[config.mk]
export PLATFORM = sky130hd
export DESIGN_NAME = pd_port_power_state_control
export DESIGN_NICKNAME = d
export VERILOG_FILES = /design/src/pdpsc_pkg.sv /design/src/pdpsc_meas_if.sv /design/src/pd_port_power_state_control.sv /design/src/pdpsc_rc_meas.sv /design/src/pdpsc_sync.sv
export VERILOG_INCLUDE_DIRS = /design/src
export SDC_FILE = /design/constraint.sdc
export NUM_CORES = 1
export LEC_CHECK = 0
export ABC_AREA = 1
export BUFFER_PORTS_ARGS = -buffer_cell sky130_fd_sc_hd__buf_4
export CELL_PAD_IN_SITES_DETAIL_PLACEMENT = 1
export CELL_PAD_IN_SITES_GLOBAL_PLACEMENT = 2
export CORE_MARGIN = 3
export CORE_UTILIZATION = 27
export CTS_BUF_LIST = sky130_fd_sc_hd__clkbuf_16
export DETAILED_ROUTE_END_ITERATION = 7
export PLACE_DENSITY = 0.74
export SLEW_MARGIN = 20
export SYNTH_ARGS = -nofsm -noshare
export SYNTH_HDL_FRONTEND = slang
export SYNTH_SLANG_ARGS = --single-unit
export TNS_END_PERCENT = 1
[constraint.sdc]
create_clock -name pclk -period 7.9 [get_ports pclk]
set_input_delay 0.79 -clock pclk [delete_from_list [all_inputs] [get_ports pclk]]
set_output_delay 0.79 -clock pclk [all_outputs]
set_load 0.01 [all_outputs]
[src/pdpsc_consts.svh]
// Constants for the port power-state controller: offsets, fields, resets, timing
`ifndef PDPSC_CONSTS_SVH
`define PDPSC_CONSTS_SVH
`define PDPSC_CLK_HZ 50000000
`define PDPSC_DB_PERIOD_MS 10000
`define PDPSC_FAULT_OFF_US 100
`define PDPSC_DISCH_CYC 64
`define PDPSC_SPI_DIV 4
`define PDPSC_OFF_CTRL 12'h000
`define PDPSC_OFF_DBW 12'h004
`define PDPSC_OFF_STAT 12'h008
`define PDPSC_OFF_CFG 12'h00c
`define PDPSC_OFF_ROM 12'h010
`define PDPSC_OFF_RETRY 12'h014
`define PDPSC_CTRL_DB_EN 0
`define PDPSC_CTRL_ROM_SEL 1
`define PDPSC_CTRL_RST 2'h1
`define PDPSC_DBW_RST 16'h03e8
`define PDPSC_CFG_B_FIRST 8'h1f
`define PDPSC_CFG_LAST 8'h36
`endif

[src/pdpsc_pkg.sv]
// Types shared by the port power-state controller modules
package pdpsc_pkg;
   typedef enum logic [3:0] {ST_CFG, ST_STARTUP, ST_WAIT_INSERT, ST_SRC_ON, ST_SRC_CONTRACT,
      ST_FAULT_OFF, ST_SINK_DISC, ST_SINK_RUN, ST_INVALID} pdpsc_state_t;
   typedef enum logic [1:0] {M_IDLE, M_DISCH, M_CHARGE, M_DONE} pdpsc_meas_t;
endpackage : pdpsc_pkg

[src/pdpsc_meas_if.sv]
// Start/result bundle between the controller and one select-pin timer
`timescale 1ns/1ps
interface pdpsc_meas_if;
   logic start;
   logic done;
   logic [3:0] bin;
   modport ctrl (output start, input done, input bin);
   modport meas (input start, output done, output bin);
endinterface : pdpsc_meas_if

[src/pd_port_power_state_control.sv]
// Port power-state, fault-recovery, dead-battery and select-pin controller with APB registers
`timescale 1ns/1ps
`include "pdpsc_consts.svh"
module pd_port_power_state_control
   import pdpsc_pkg::*;
#(
   parameter int unsigned DB_PERIOD_CYC = `PDPSC_DB_PERIOD_MS * (`PDPSC_CLK_HZ / 1000),
   parameter int unsigned FAULT_OFF_CYC = `PDPSC_FAULT_OFF_US * (`PDPSC_CLK_HZ / 1000000)
) (
   input wire logic pclk,
   input wire logic presetn,
   input wire logic [11:0] paddr,
   input wire logic psel,
   input wire logic penable,
   input wire logic pwrite,
   input wire logic [31:0] pwdata,
   output logic [31:0] prdata,
   output logic pready,
   output logic pslverr,
   input wire logic power_on_reset_n,
   input wire logic ext_reset_n,
   input wire logic plug_insert_n,
   input wire logic sys_fault_in,
   input wire logic vbus_present,
   input wire logic contract_ok,
   input wire logic provider_role_req,
   input wire logic profile_sel_a_in,
   output logic profile_sel_a_out,
   output logic profile_sel_a_oe_n,
   input wire logic profile_sel_b_in,
   output logic profile_sel_b_out,
   output logic profile_sel_b_oe_n,
   output logic vbus_out_en_n,
   output logic supply_fault_n_out,
   output logic supply_fault_n_oe_n,
   output logic dead_batt_supply_en,
   output logic bulk_charge_en,
   output logic low_power_standby,
   output logic negotiate_start,
   output logic rom_sclk,
   output logic rom_cs_n,
   output logic rom_mosi,
   input wire logic rom_miso
);
   logic rst_in_n;
   logic rst_meta_reg;
   logic rst_n;
   logic plug_n_s;
   logic fault_s;
   logic miso_s;
   pdpsc_state_t state_reg;
   pdpsc_state_t state_next;
   logic [1:0] ctrl_reg;
   logic [15:0] db_width_reg;
   logic [31:0] db_tmr_reg;
   logic [15:0] db_left_reg;
   logic [15:0] db_left_next;
   logic [31:0] off_tmr_reg;
   logic [15:0] retry_reg;
   logic meas_start_reg;
   logic cfg_done_reg;
   logic [7:0] cfg_num_reg;
   logic [3:0] bin_a_reg;
   logic [3:0] bin_b_reg;
   logic is_b;
   logic cfg_valid;
   logic vbus_on_next;
   logic wr_en;
   logic addr_hit;
   logic [31:0] rd_mux;
   logic [7:0] tx_reg;
   logic [7:0] rx_reg;
   logic rom_busy_reg;
   logic [3:0] rom_ph_reg;
   logic [2:0] div_reg;
   logic spi_tick;
   logic [1:0] sel_in;
   logic [1:0] sel_out;
   logic [1:0] sel_oe_n;

   // Any reset source asserts at once; release waits two flops
   assign rst_in_n = presetn && ext_reset_n && power_on_reset_n;

   always_ff @(posedge pclk or negedge rst_in_n) begin
      if (!rst_in_n) begin
         rst_meta_reg <= 1'b0;
         rst_n <= 1'b0;
      end else begin
         rst_meta_reg <= 1'b1;
         rst_n <= rst_meta_reg;
      end
   end

   pdpsc_sync #(.W(3), .RST(3'h1)) u_pin_sync (
      .clk(pclk),
      .rst_n(rst_n),
      .d({rom_miso, sys_fault_in, plug_insert_n}),
      .q({miso_s, fault_s, plug_n_s})
   );

   // Select-pin timers, one identical instance per pin
   pdpsc_meas_if mif [2] ();
   assign sel_in = {profile_sel_b_in, profile_sel_a_in};
   assign {profile_sel_b_out, profile_sel_a_out} = sel_out;
   assign {profile_sel_b_oe_n, profile_sel_a_oe_n} = sel_oe_n;

   for (genvar i = 0; i < 2; i++) begin : g_sel
      assign mif[i].start = meas_start_reg;
      pdpsc_rc_meas u_meas (
         .clk(pclk),
         .rst_n(rst_n),
         .pin_in(sel_in[i]),
         .pin_out(sel_out[i]),
         .pin_oe_n(sel_oe_n[i]),
         .mif(mif[i])
      );
   end

   // Configuration captured once per reset
   always_ff @(posedge pclk or negedge rst_n) begin
      if (!rst_n) begin
         meas_start_reg <= 1'b1;
         cfg_done_reg <= 1'b0;
         cfg_num_reg <= 8'h00;
         bin_a_reg <= 4'h0;
         bin_b_reg <= 4'h0;
      end else begin
         meas_start_reg <= 1'b0;
         if (!cfg_done_reg && mif[0].done && mif[1].done) begin
            cfg_done_reg <= 1'b1;
            bin_a_reg <= mif[0].bin;
            bin_b_reg <= mif[1].bin;
            cfg_num_reg <= {mif[1].bin, mif[0].bin} + 8'h01;
         end
      end
   end

   assign is_b = cfg_num_reg >= `PDPSC_CFG_B_FIRST;
   assign cfg_valid = cfg_num_reg != 8'h00 && cfg_num_reg <= `PDPSC_CFG_LAST;

   // Power-state sequencing
   always_comb begin
      state_next = state_reg;
      unique case (state_reg)
         ST_CFG: begin
            if (cfg_done_reg) begin
               state_next = ST_STARTUP;
            end
         end
         ST_STARTUP: begin
            if (!cfg_valid) begin
               state_next = ST_INVALID;
            end else if (is_b) begin
               state_next = ST_SINK_DISC;
            end else if (!plug_n_s) begin
               state_next = ST_SRC_ON;
            end else begin
               state_next = ST_WAIT_INSERT;
            end
         end
         ST_WAIT_INSERT: begin
            if (!plug_n_s) begin
               state_next = ST_SRC_ON;
            end
         end
         ST_SRC_ON, ST_SRC_CONTRACT: begin
            if (!is_b && plug_n_s) begin
               state_next = ST_WAIT_INSERT;
            end else if (fault_s) begin
               state_next = ST_FAULT_OFF;
            end else if (is_b && !provider_role_req) begin
               state_next = ST_SINK_RUN;
            end else begin
               state_next = contract_ok ? ST_SRC_CONTRACT : ST_SRC_ON;
            end
         end
         ST_FAULT_OFF: begin
            if (!is_b && plug_n_s) begin
               state_next = ST_WAIT_INSERT;
            end else if (off_tmr_reg == 32'(FAULT_OFF_CYC - 1)) begin
               state_next = ST_SRC_ON;
            end
         end
         ST_SINK_DISC: begin
            if (vbus_present) begin
               state_next = ST_SINK_RUN;
            end
         end
         ST_SINK_RUN: begin
            if (!vbus_present) begin
               state_next = ST_SINK_DISC;
            end else if (contract_ok && provider_role_req) begin
               state_next = ST_SRC_ON;
            end
         end
         ST_INVALID: begin
            state_next = ST_INVALID;
         end
         default: begin
            state_next = ST_INVALID;
         end
      endcase
   end

   assign vbus_on_next = state_next == ST_SRC_ON || state_next == ST_SRC_CONTRACT;

   always_ff @(posedge pclk or negedge rst_n) begin
      if (!rst_n) begin
         state_reg <= ST_CFG;
         vbus_out_en_n <= 1'b1;
         bulk_charge_en <= 1'b0;
         low_power_standby <= 1'b0;
         negotiate_start <= 1'b0;
         supply_fault_n_oe_n <= 1'b1;
      end else begin
         state_reg <= state_next;
         vbus_out_en_n <= !vbus_on_next;
         bulk_charge_en <= vbus_on_next;
         low_power_standby <= state_next == ST_WAIT_INSERT || state_next == ST_SINK_DISC;
         negotiate_start <= (state_next == ST_SRC_ON && state_reg != ST_SRC_ON && state_reg != ST_SRC_CONTRACT)
            || (state_next == ST_SINK_RUN && state_reg != ST_SINK_RUN);
         supply_fault_n_oe_n <= !(state_next == ST_FAULT_OFF);
      end
   end

   assign supply_fault_n_out = 1'b0;

   // Off-time and restart count
   always_ff @(posedge pclk or negedge rst_n) begin
      if (!rst_n) begin
         off_tmr_reg <= 32'h0;
         retry_reg <= 16'h0;
      end else begin
         off_tmr_reg <= (state_reg == ST_FAULT_OFF) ? off_tmr_reg + 32'h1 : 32'h0;
         if (state_next == ST_FAULT_OFF && state_reg != ST_FAULT_OFF) begin
            retry_reg <= retry_reg + 16'h1;
         end else if (state_reg == ST_SRC_CONTRACT) begin
            retry_reg <= 16'h0;
         end
      end
   end

   // Dead-battery back-powering, only while waiting for VBUS
   always_comb begin
      db_left_next = db_left_reg;
      if (vbus_present || state_reg != ST_SINK_DISC) begin
         db_left_next = 16'h0;
      end else if (ctrl_reg[`PDPSC_CTRL_DB_EN] && db_tmr_reg == 32'(DB_PERIOD_CYC - 1)) begin
         db_left_next = db_width_reg;
      end else if (db_left_reg != 16'h0) begin
         db_left_next = db_left_reg - 16'h1;
      end
   end

   always_ff @(posedge pclk or negedge rst_n) begin
      if (!rst_n) begin
         db_tmr_reg <= 32'h0;
         db_left_reg <= 16'h0;
         dead_batt_supply_en <= 1'b0;
      end else begin
         if (state_reg != ST_SINK_DISC || !ctrl_reg[`PDPSC_CTRL_DB_EN] || db_tmr_reg == 32'(DB_PERIOD_CYC - 1)) begin
            db_tmr_reg <= 32'h0;
         end else begin
            db_tmr_reg <= db_tmr_reg + 32'h1;
         end
         db_left_reg <= db_left_next;
         dead_batt_supply_en <= db_left_next != 16'h0;
      end
   end

   // APB slave, no wait states
   assign pready = 1'b1;
   assign wr_en = psel && penable && pwrite;
   assign addr_hit = paddr == `PDPSC_OFF_CTRL || paddr == `PDPSC_OFF_DBW || paddr == `PDPSC_OFF_STAT
      || paddr == `PDPSC_OFF_CFG || paddr == `PDPSC_OFF_ROM || paddr == `PDPSC_OFF_RETRY;
   assign pslverr = psel && penable && !addr_hit;

   always_comb begin
      rd_mux = 32'h0;
      unique case (paddr)
         `PDPSC_OFF_CTRL: rd_mux = {30'h0, ctrl_reg};
         `PDPSC_OFF_DBW: rd_mux = {16'h0, db_width_reg};
         `PDPSC_OFF_STAT: rd_mux = {22'h0, cfg_valid, is_b, vbus_present, fault_s, !plug_n_s,
            !vbus_out_en_n, state_reg};
         `PDPSC_OFF_CFG: rd_mux = {15'h0, cfg_done_reg, cfg_num_reg, bin_b_reg, bin_a_reg};
         `PDPSC_OFF_ROM: rd_mux = {23'h0, rom_busy_reg, rx_reg};
         `PDPSC_OFF_RETRY: rd_mux = {16'h0, retry_reg};
         default: rd_mux = 32'h0;
      endcase
   end

   always_ff @(posedge pclk or negedge rst_n) begin
      if (!rst_n) begin
         prdata <= 32'h0;
         ctrl_reg <= `PDPSC_CTRL_RST;
         db_width_reg <= `PDPSC_DBW_RST;
      end else begin
         // Captured in the setup phase so read data leaves a flop
         if (psel && !penable && !pwrite) begin
            prdata <= rd_mux;
         end
         if (wr_en && paddr == `PDPSC_OFF_CTRL) begin
            ctrl_reg <= pwdata[1:0];
         end
         if (wr_en && paddr == `PDPSC_OFF_DBW) begin
            db_width_reg <= pwdata[15:0];
         end
      end
   end

   // Serial ROM master, mode 0; a write to the ROM register sends one byte
   assign spi_tick = div_reg == 3'(`PDPSC_SPI_DIV - 1);

   always_ff @(posedge pclk or negedge rst_n) begin
      if (!rst_n) begin
         div_reg <= 3'h0;
         tx_reg <= 8'h00;
         rx_reg <= 8'h00;
         rom_busy_reg <= 1'b0;
         rom_ph_reg <= 4'h0;
         rom_sclk <= 1'b0;
         rom_cs_n <= 1'b1;
      end else begin
         div_reg <= spi_tick ? 3'h0 : div_reg + 3'h1;
         rom_cs_n <= !ctrl_reg[`PDPSC_CTRL_ROM_SEL];
         // Writes while busy are dropped; software polls the busy bit
         if (wr_en && paddr == `PDPSC_OFF_ROM && !rom_busy_reg) begin
            tx_reg <= pwdata[7:0];
            // Divider restart gives the first bit a full half period through the input flops
            div_reg <= 3'h0;
            rom_busy_reg <= 1'b1;
            rom_ph_reg <= 4'h0;
            rom_sclk <= 1'b0;
         end else if (rom_busy_reg && spi_tick) begin
            rom_sclk <= !rom_sclk;
            rom_ph_reg <= rom_ph_reg + 4'h1;
            if (!rom_sclk) begin
               rx_reg <= {rx_reg[6:0], miso_s};
            end else begin
               tx_reg <= {tx_reg[6:0], 1'b0};
            end
            if (rom_ph_reg == 4'hf) begin
               rom_busy_reg <= 1'b0;
            end
         end
      end
   end

   assign rom_mosi = tx_reg[7];
endmodule : pd_port_power_state_control

[src/pdpsc_rc_meas.sv]
// RC charge-time measurement and bin classification for one select pin
`timescale 1ns/1ps
`include "pdpsc_consts.svh"
module pdpsc_rc_meas
   import pdpsc_pkg::*;
#(
   parameter int CW = 20,
   // Crossing-time bin edges in clock cycles, geometric midpoints of the network time constants
   parameter logic [CW-1:0] EDGE [0:14] = '{20'h00014, 20'h00055, 20'h00099, 20'h0010f, 20'h001df,
      20'h00354, 20'h005f6, 20'h00a9a, 20'h012b8, 20'h0214a, 20'h03b9d, 20'h06a03, 20'h0bb2f,
      20'h14cdf, 20'h25422}
) (
   input wire logic clk,
   input wire logic rst_n,
   input wire logic pin_in,
   output logic pin_out,
   output logic pin_oe_n,
   pdpsc_meas_if.meas mif
);
   pdpsc_meas_t st_reg;
   logic [CW-1:0] cnt_reg;
   logic pin_s;
   logic [3:0] bin_next;

   pdpsc_sync #(.W(1), .RST(1'b0)) u_pin_sync (.clk(clk), .rst_n(rst_n), .d(pin_in), .q(pin_s));

   assign pin_out = 1'b0;

   // Bin = number of edges the crossing time exceeds
   always_comb begin
      bin_next = 4'h0;
      for (int i = 0; i < 15; i++) begin
         if (cnt_reg > EDGE[i]) begin
            bin_next = bin_next + 4'h1;
         end
      end
   end

   always_ff @(posedge clk or negedge rst_n) begin
      if (!rst_n) begin
         st_reg <= M_IDLE;
         cnt_reg <= '0;
         pin_oe_n <= 1'b1;
         mif.done <= 1'b0;
         mif.bin <= 4'h0;
      end else begin
         unique case (st_reg)
            M_IDLE: begin
               if (mif.start) begin
                  st_reg <= M_DISCH;
                  pin_oe_n <= 1'b0;
                  cnt_reg <= '0;
               end
            end
            M_DISCH: begin
               cnt_reg <= cnt_reg + 1'b1;
               if (cnt_reg == CW'(`PDPSC_DISCH_CYC - 1)) begin
                  st_reg <= M_CHARGE;
                  pin_oe_n <= 1'b1;
                  cnt_reg <= '0;
               end
            end
            M_CHARGE: begin
               // Saturation counts as the slowest bin
               if (pin_s || &cnt_reg) begin
                  st_reg <= M_DONE;
                  mif.bin <= bin_next;
                  mif.done <= 1'b1;
               end else begin
                  cnt_reg <= cnt_reg + 1'b1;
               end
            end
            M_DONE: begin
               mif.done <= 1'b1;
            end
         endcase
      end
   end
endmodule : pdpsc_rc_meas

[src/pdpsc_sync.sv]
// Two-flop synchroniser for asynchronous level inputs
`timescale 1ns/1ps
module pdpsc_sync #(
   parameter int W = 1,
   parameter logic [W-1:0] RST = '0
) (
   input wire logic clk,
   input wire logic rst_n,
   input wire logic [W-1:0] d,
   output logic [W-1:0] q
);
   logic [W-1:0] meta_reg;

   always_ff @(posedge clk or negedge rst_n) begin
      if (!rst_n) begin
         meta_reg <= RST;
         q <= RST;
      end else begin
         meta_reg <= d;
         q <= meta_reg;
      end
   end
endmodule : pdpsc_sync

# Word level (Yosys, flattened, before mapping)
# Index checks and enable logic that the tools add are counted.
# word_totals
latch_bits,0
in_bits,59
rom_bits,0
ff_bits,268
mem_bits_rw,0
out_inout_bits,48
n_memories,0
elab_cells,329
# classes
add_sub_neg,37
muxes,88
reduce_logical,83
order_cmp,32
shift,0
n_mul,0
n_eq_ne,43
div_mod_pow,0
bitwise,2
# ops
operator,n
4-bit two-way mux,38
20-bit one-hot mux with 3 select lines,2
"4-bit by 1-bit adder with 4-bit output, second input constant",27
17-bit one-hot mux with 6 select lines,1
20-bit two-way mux,5
"20-bit by 14-bit greater-than comparator with 1-bit output, second input constant",4
"20-bit by 9-bit greater-than comparator with 1-bit output, second input constant",4
16-bit two-way mux,5
"32-bit by 1-bit adder with 32-bit output, second input constant",2
32-bit two-way mux,2
"20-bit by 1-bit adder with 20-bit output, second input constant",2
"20-bit by 6-bit equality test with 1-bit output, second input constant",2
"20-bit by 10-bit greater-than comparator with 1-bit output, second input constant",2
"20-bit by 11-bit greater-than comparator with 1-bit output, second input constant",2
"20-bit by 12-bit greater-than comparator with 1-bit output, second input constant",2
"20-bit by 13-bit greater-than comparator with 1-bit output, second input constant",2
"20-bit by 15-bit greater-than comparator with 1-bit output, second input constant",2
"20-bit by 16-bit greater-than comparator with 1-bit output, second input constant",2
"20-bit by 17-bit greater-than comparator with 1-bit output, second input constant",2
"20-bit by 18-bit greater-than comparator with 1-bit output, second input constant",2
"20-bit by 5-bit greater-than comparator with 1-bit output, second input constant",2
"20-bit by 7-bit greater-than comparator with 1-bit output, second input constant",2
"20-bit by 8-bit greater-than comparator with 1-bit output, second input constant",2
20-bit AND reduction,2
other kinds (45),167

# Depth between registers and ports, before layout
# logic_depth
word_depth,30
mapped_depth,56
ltp_nobuf,55

# Hierarchy
# Synthesis repeated with hierarchy kept, for this count alone.
# hier_totals
cells_unflattened,2858
hier_area_um2,19148.4
# modules_own_cells
module,instances,cells_per_inst,area_per_inst_um2
pd_port_power_state_control,1,1425,10540.1
pdpsc_rc_meas (g_sel[0].u_meas),1,714,4191.5
pdpsc_rc_meas (g_sel[1].u_meas),1,709,4164.0
pdpsc_sync (u_pin_sync),1,6,152.6
pdpsc_sync (g_sel[0].u_meas.u_pin_sync ...),2,2,50.0

# Least setup slack after synthesis
# Ideal clock, no wire load.
# synth_path
path_type,flip-flop to flip-flop
start,register g_sel[1].u_meas.cnt_reg[14]
end,register g_sel[1].u_meas.mif.bin[1]
synth_period_minus_slack_ps,6882
t_required_ps,7766
arrival_time_ps,6748
slack_ps,1018
setup_ps,134
path_stages_with_launch,54
path_buffers,1
cell_sequence,dfrtp_1 > buf_6 > clkinv_4 > nand2_4 > nor2_2 > nand2_4 > nor2_4 > nand2_1 > nand2_1 > inv_1 > ha_1 > inv_1 > nand3_2 > nand2_2 > inv_1 > ha_1 > or2_2 > nand2_1 > (+18 left out) > nand2_1 > inv_1 > nand2_1 > nand3_1 > nand2_2 > ha_1 > or2_2 > nand2_1 > xnor2_1 > nand2_1 > nand2_2 > ha_1 > or2_2 > nand2_1 > inv_1 > ha_1 > o21ai_0 > o21ai_0
# synth_via
elab_chain_cells,30
# synth_lines
element,line_no,text
from (decl),pdpsc_rc_meas.sv:21,logic [CW-1:0] cnt_reg;
from (signal assigned),pdpsc_rc_meas.sv:56,cnt_reg <= cnt_reg + 1'b1;
from (signal assigned),pdpsc_rc_meas.sv:70,cnt_reg <= cnt_reg + 1'b1;
20-bit by 5-bit greater-than comparator with 1-bit output,pdpsc_rc_meas.sv:33,if (cnt_reg > EDGE[i]) begin
1-bit two-way mux,pdpsc_rc_meas.sv:33,
1-bit by 1-bit adder with 2-bit output,pdpsc_rc_meas.sv:34,bin_next = bin_next + 4'h1;
4-bit two-way mux,pdpsc_rc_meas.sv:33,
4-bit by 1-bit adder with 4-bit output,pdpsc_rc_meas.sv:34,
4-bit two-way mux,pdpsc_rc_meas.sv:33,
4-bit by 1-bit adder with 4-bit output,pdpsc_rc_meas.sv:34,
4-bit two-way mux,pdpsc_rc_meas.sv:33,
(+14 left out),n/a,
4-bit by 1-bit adder with 4-bit output,pdpsc_rc_meas.sv:34,
4-bit two-way mux,pdpsc_rc_meas.sv:33,
4-bit by 1-bit adder with 4-bit output,pdpsc_rc_meas.sv:34,
4-bit two-way mux,pdpsc_rc_meas.sv:33,
4-bit by 1-bit adder with 4-bit output,pdpsc_rc_meas.sv:34,
4-bit two-way mux,pdpsc_rc_meas.sv:33,
4-bit by 1-bit adder with 4-bit output,pdpsc_rc_meas.sv:34,
4-bit two-way mux,pdpsc_rc_meas.sv:33,
to (signal assigned),pdpsc_rc_meas.sv:67,mif.bin <= bin_next;
to (decl),pdpsc_meas_if.sv:8,"modport meas (input start, output done, output bin);"
# Parallel ways exist; a longest one is shown, timed or not.
# A chain may end at the register's enable or synchronous reset.

# Worst setup path in the final report
# layout_path
start,register g_sel[1].u_meas.cnt_reg[17]
end,register g_sel[1].u_meas.mif.bin[1]
# Same word-level chain as after synthesis.

==> results.yml <==
run_status:
  outcome: "completed"
routing:
  wl_per_cell_um: 15.6
  ant_nets: 0
  drt_first_iter_violations: 773
  drtPass1Iterations: 5
  vias_per_cell: 4.81
  vias: 16600
  drc_errors: 0
  drt-total-wl_um: 53900
synthesis:
  yosysTopAreaCellShare: 0.340
  syn_inst: 2482
  synth.largest_area_cell: "dfrtp_1"
  synth_xor_area_frac: 0.0125
  muxShareOfSynthArea: 0.00450
  synth_warnings: 0
  synth_compound_area_frac: 0.116
  ys.flop_type: "dfrtp_1"
  ys_types: 69
  synth-simple-area-share: 0.355
  ys_seq_area_frac: 0.362
  synth.avg_cell_area_sq_um: 7.06
  synth_edf_count: 0
  synthAdderAreaFrac: 0.0386
  synth_top_family_by_area: "simple AND/OR/NAND/NOR gates"
  async_flop_share: 1.00
  ys_seq_elements: 253
  yosys-top-cells-area: "dfrtp_1 34%, nand2_1 12%, inv_1 8.5%"
  synth_area_sq_mm: 0.0175
critical_path:
  crit_type: "flop to flop"
  worstPathArrival_ns: 7.73
  crit_path_top_delay_cell: "dfrtp_2"
  start_kind: "flop"
  slowest_delay_ns: 0.44
  critical_path_required_ns: 8.35
  end_kind: "flop"
  crit_path_frequent_cell: "nand2_1"
  path_max_fanout: 6
finish:
  area_growth_pct: 15.5
  mostFrequentLayoutCells: "557 x nand2_1, 395 x inv_1, 237 x nor2_1"
  drive_gt1_frac: 0.140
  final_common_cell: "nand2_1"
  fill_cells: 7933
  largest_reg_flops: 40
  n_antenna_cell: 0
  utilization: 0.318
  nNetsFinal: 2688
  layout.cells.non_filler: 3446
grt:
  grt.total_usage: 0.159
  antenna_found_initial: 0
  grt_pass1_vias: 17600
  grt_max_degree: 162
  grt_pass1_wl_um: 90000
  grt-ovfl-total: 0
clock_network:
  insertion_delay_ns: 0.60
  tritoncts: "yes"
  cts_root_buffer: "clkbuf_16"
  clock_path_buffers: 3
  numClockSinks: 253
  path_clk_slew_ns: 0.06
  numCtsBuffers: 31
  cts_max_level: 1
power:
  power.density_mw_per_mm2: 174
  ir_drop_v: 0.000187
  power.total_mw: 3.52
  p_leak_nw: 9.87
sta:
  fin_setup_tns_ns: 0
  slew_viol_final: 0
  worst_slack_ns: 0.619
  rsz0062_at_grt: "false"
  fmax_ghz: 0.137
  hold_viol: 0
  skew_ns: 0.0187
  tightest_slew_ns: 1.05
  period_needed_ns: 7.28
  slew_headroom: 0.301
  setup_viol: 0
  min_period_over_period: 0.922
floorplan:
  die_h_um: 261
  core_sq_mm: 0.0637
  start_util: 0.275
  die_x_um: 261
  row_count: 92
  ios: 107
  dieArea_sq_mm: 0.0680
place:
  portBuffers: 71
  gp_congestion: 0.881
  place_ws_ns: 0.167
  dpl.hpwl_um: 42400
  dp_cells: 3384
hold_path:
  hold_class: "input pin to asynchronous set/reset pin"
job:
  maxCapViolations: 0
## layer usage
layer / share of wire / track usage / wire, um / vias to the layer above
met5: 0 / 0 / 0 / -
met4: 0.020 / 0.0334 / 1100 / 0
met3: 0.030 / 0.0178 / 1640 / 69
met2: 0.47 / 0.274 / 25500 / 195
met1: 0.48 / 0.213 / 25600 / 8028
li1: - / - / - / 8270
## critical path: cells and delay by family, from the launching register on
kind	cells	cell delay (ns)
flip-flops	1	0.44
AO/OA/AOI/OAI	2	0.24
XOR/XNOR	1	0.11
AND/OR/NAND/NOR	34	3.71
adder cells (fa/ha/maj)	8	2.18
buffers and inverters	7	0.46
## Yosys cell counts (all sizes together) (21+ instances only)
master / count
ha: 54
buf: 33
a21oi: 81
nor3: 85
nand3: 202
nand2: 633
nor4: 39
o22ai: 26
nor2: 271
inv: 419
dfrtp: 238
nand4: 50
o21ai: 133
o211ai: 24
clkbuf: 21
## timing repair
item / CTS / global route
setup endpoints to repair: 0 / 6
setup buffers: 0 / 4
endpoints found under the hold margin: 0 / 0
gates resized for setup: 0 / 33
hold buffers: 0 / 0
## report_power, final
| group | internal, mW | switching [mW] |
|---|---|---|
| combinational | 0.171 | 0.425 |
| clock | 0.882 | 0.612 |
| sequential | 1.36 | 0.0713 |
## final timing paths
path,slack (ns),cells after the start,startpoint,to
max reg2reg,0.62,52,g_sel[1].u_meas.cnt_reg[17],g_sel[1].u_meas.mif.bin[1]
max in group asynchronous,5.48,2,rst_n,g_sel[1].u_meas.cnt_reg[2]
min reg2reg,0.35,0,rst_meta_reg,rst_n
min,0.11,2,ext_reset_n,rst_meta_reg
max,0.62,52,g_sel[1].u_meas.cnt_reg[17],g_sel[1].u_meas.mif.bin[1]
min in group pclk,0.30,1,profile_sel_a_in,g_sel[0].u_meas.u_pin_sync.meta_reg
## through the flow
stage	area, sq um	hold slack [ns]
2_1_floorplan	17600	0.331
3_3_place_gp	19100	0.335
4_1_cts	20100	0.0857
6_report	20200	0.113
5_1_grt	20200	0.0991
3_5_place_dp	19100	0.340
## cells by family after synthesis
| family | after synthesis |
|---|---|
| flip-flops | 253 |
| XOR/XNOR | 25 |
| buffers and inverters | 481 |
| multiplexers | 7 |
| adder cells (fa/ha/maj) | 54 |
| AO/OA/AOI/OAI | 341 |
| other | 2 |
| AND/OR/NAND/NOR | 1319 |
## layout make-up
class / instances / area, sq um / area share
timing repair buffer: 95 / 726 / 0.0359
clock buffer: 31 / 776 / 0.0383
inverter: 427 / 1630 / 0.0803
tap: 846 / 1060 / 0.0523
multi-input combinational: 1767 / 9420 / 0.465
sequential: 253 / 6360 / 0.314
clock inverter: 27 / 283 / 0.0140
Power figures use the tool's default switching activity.
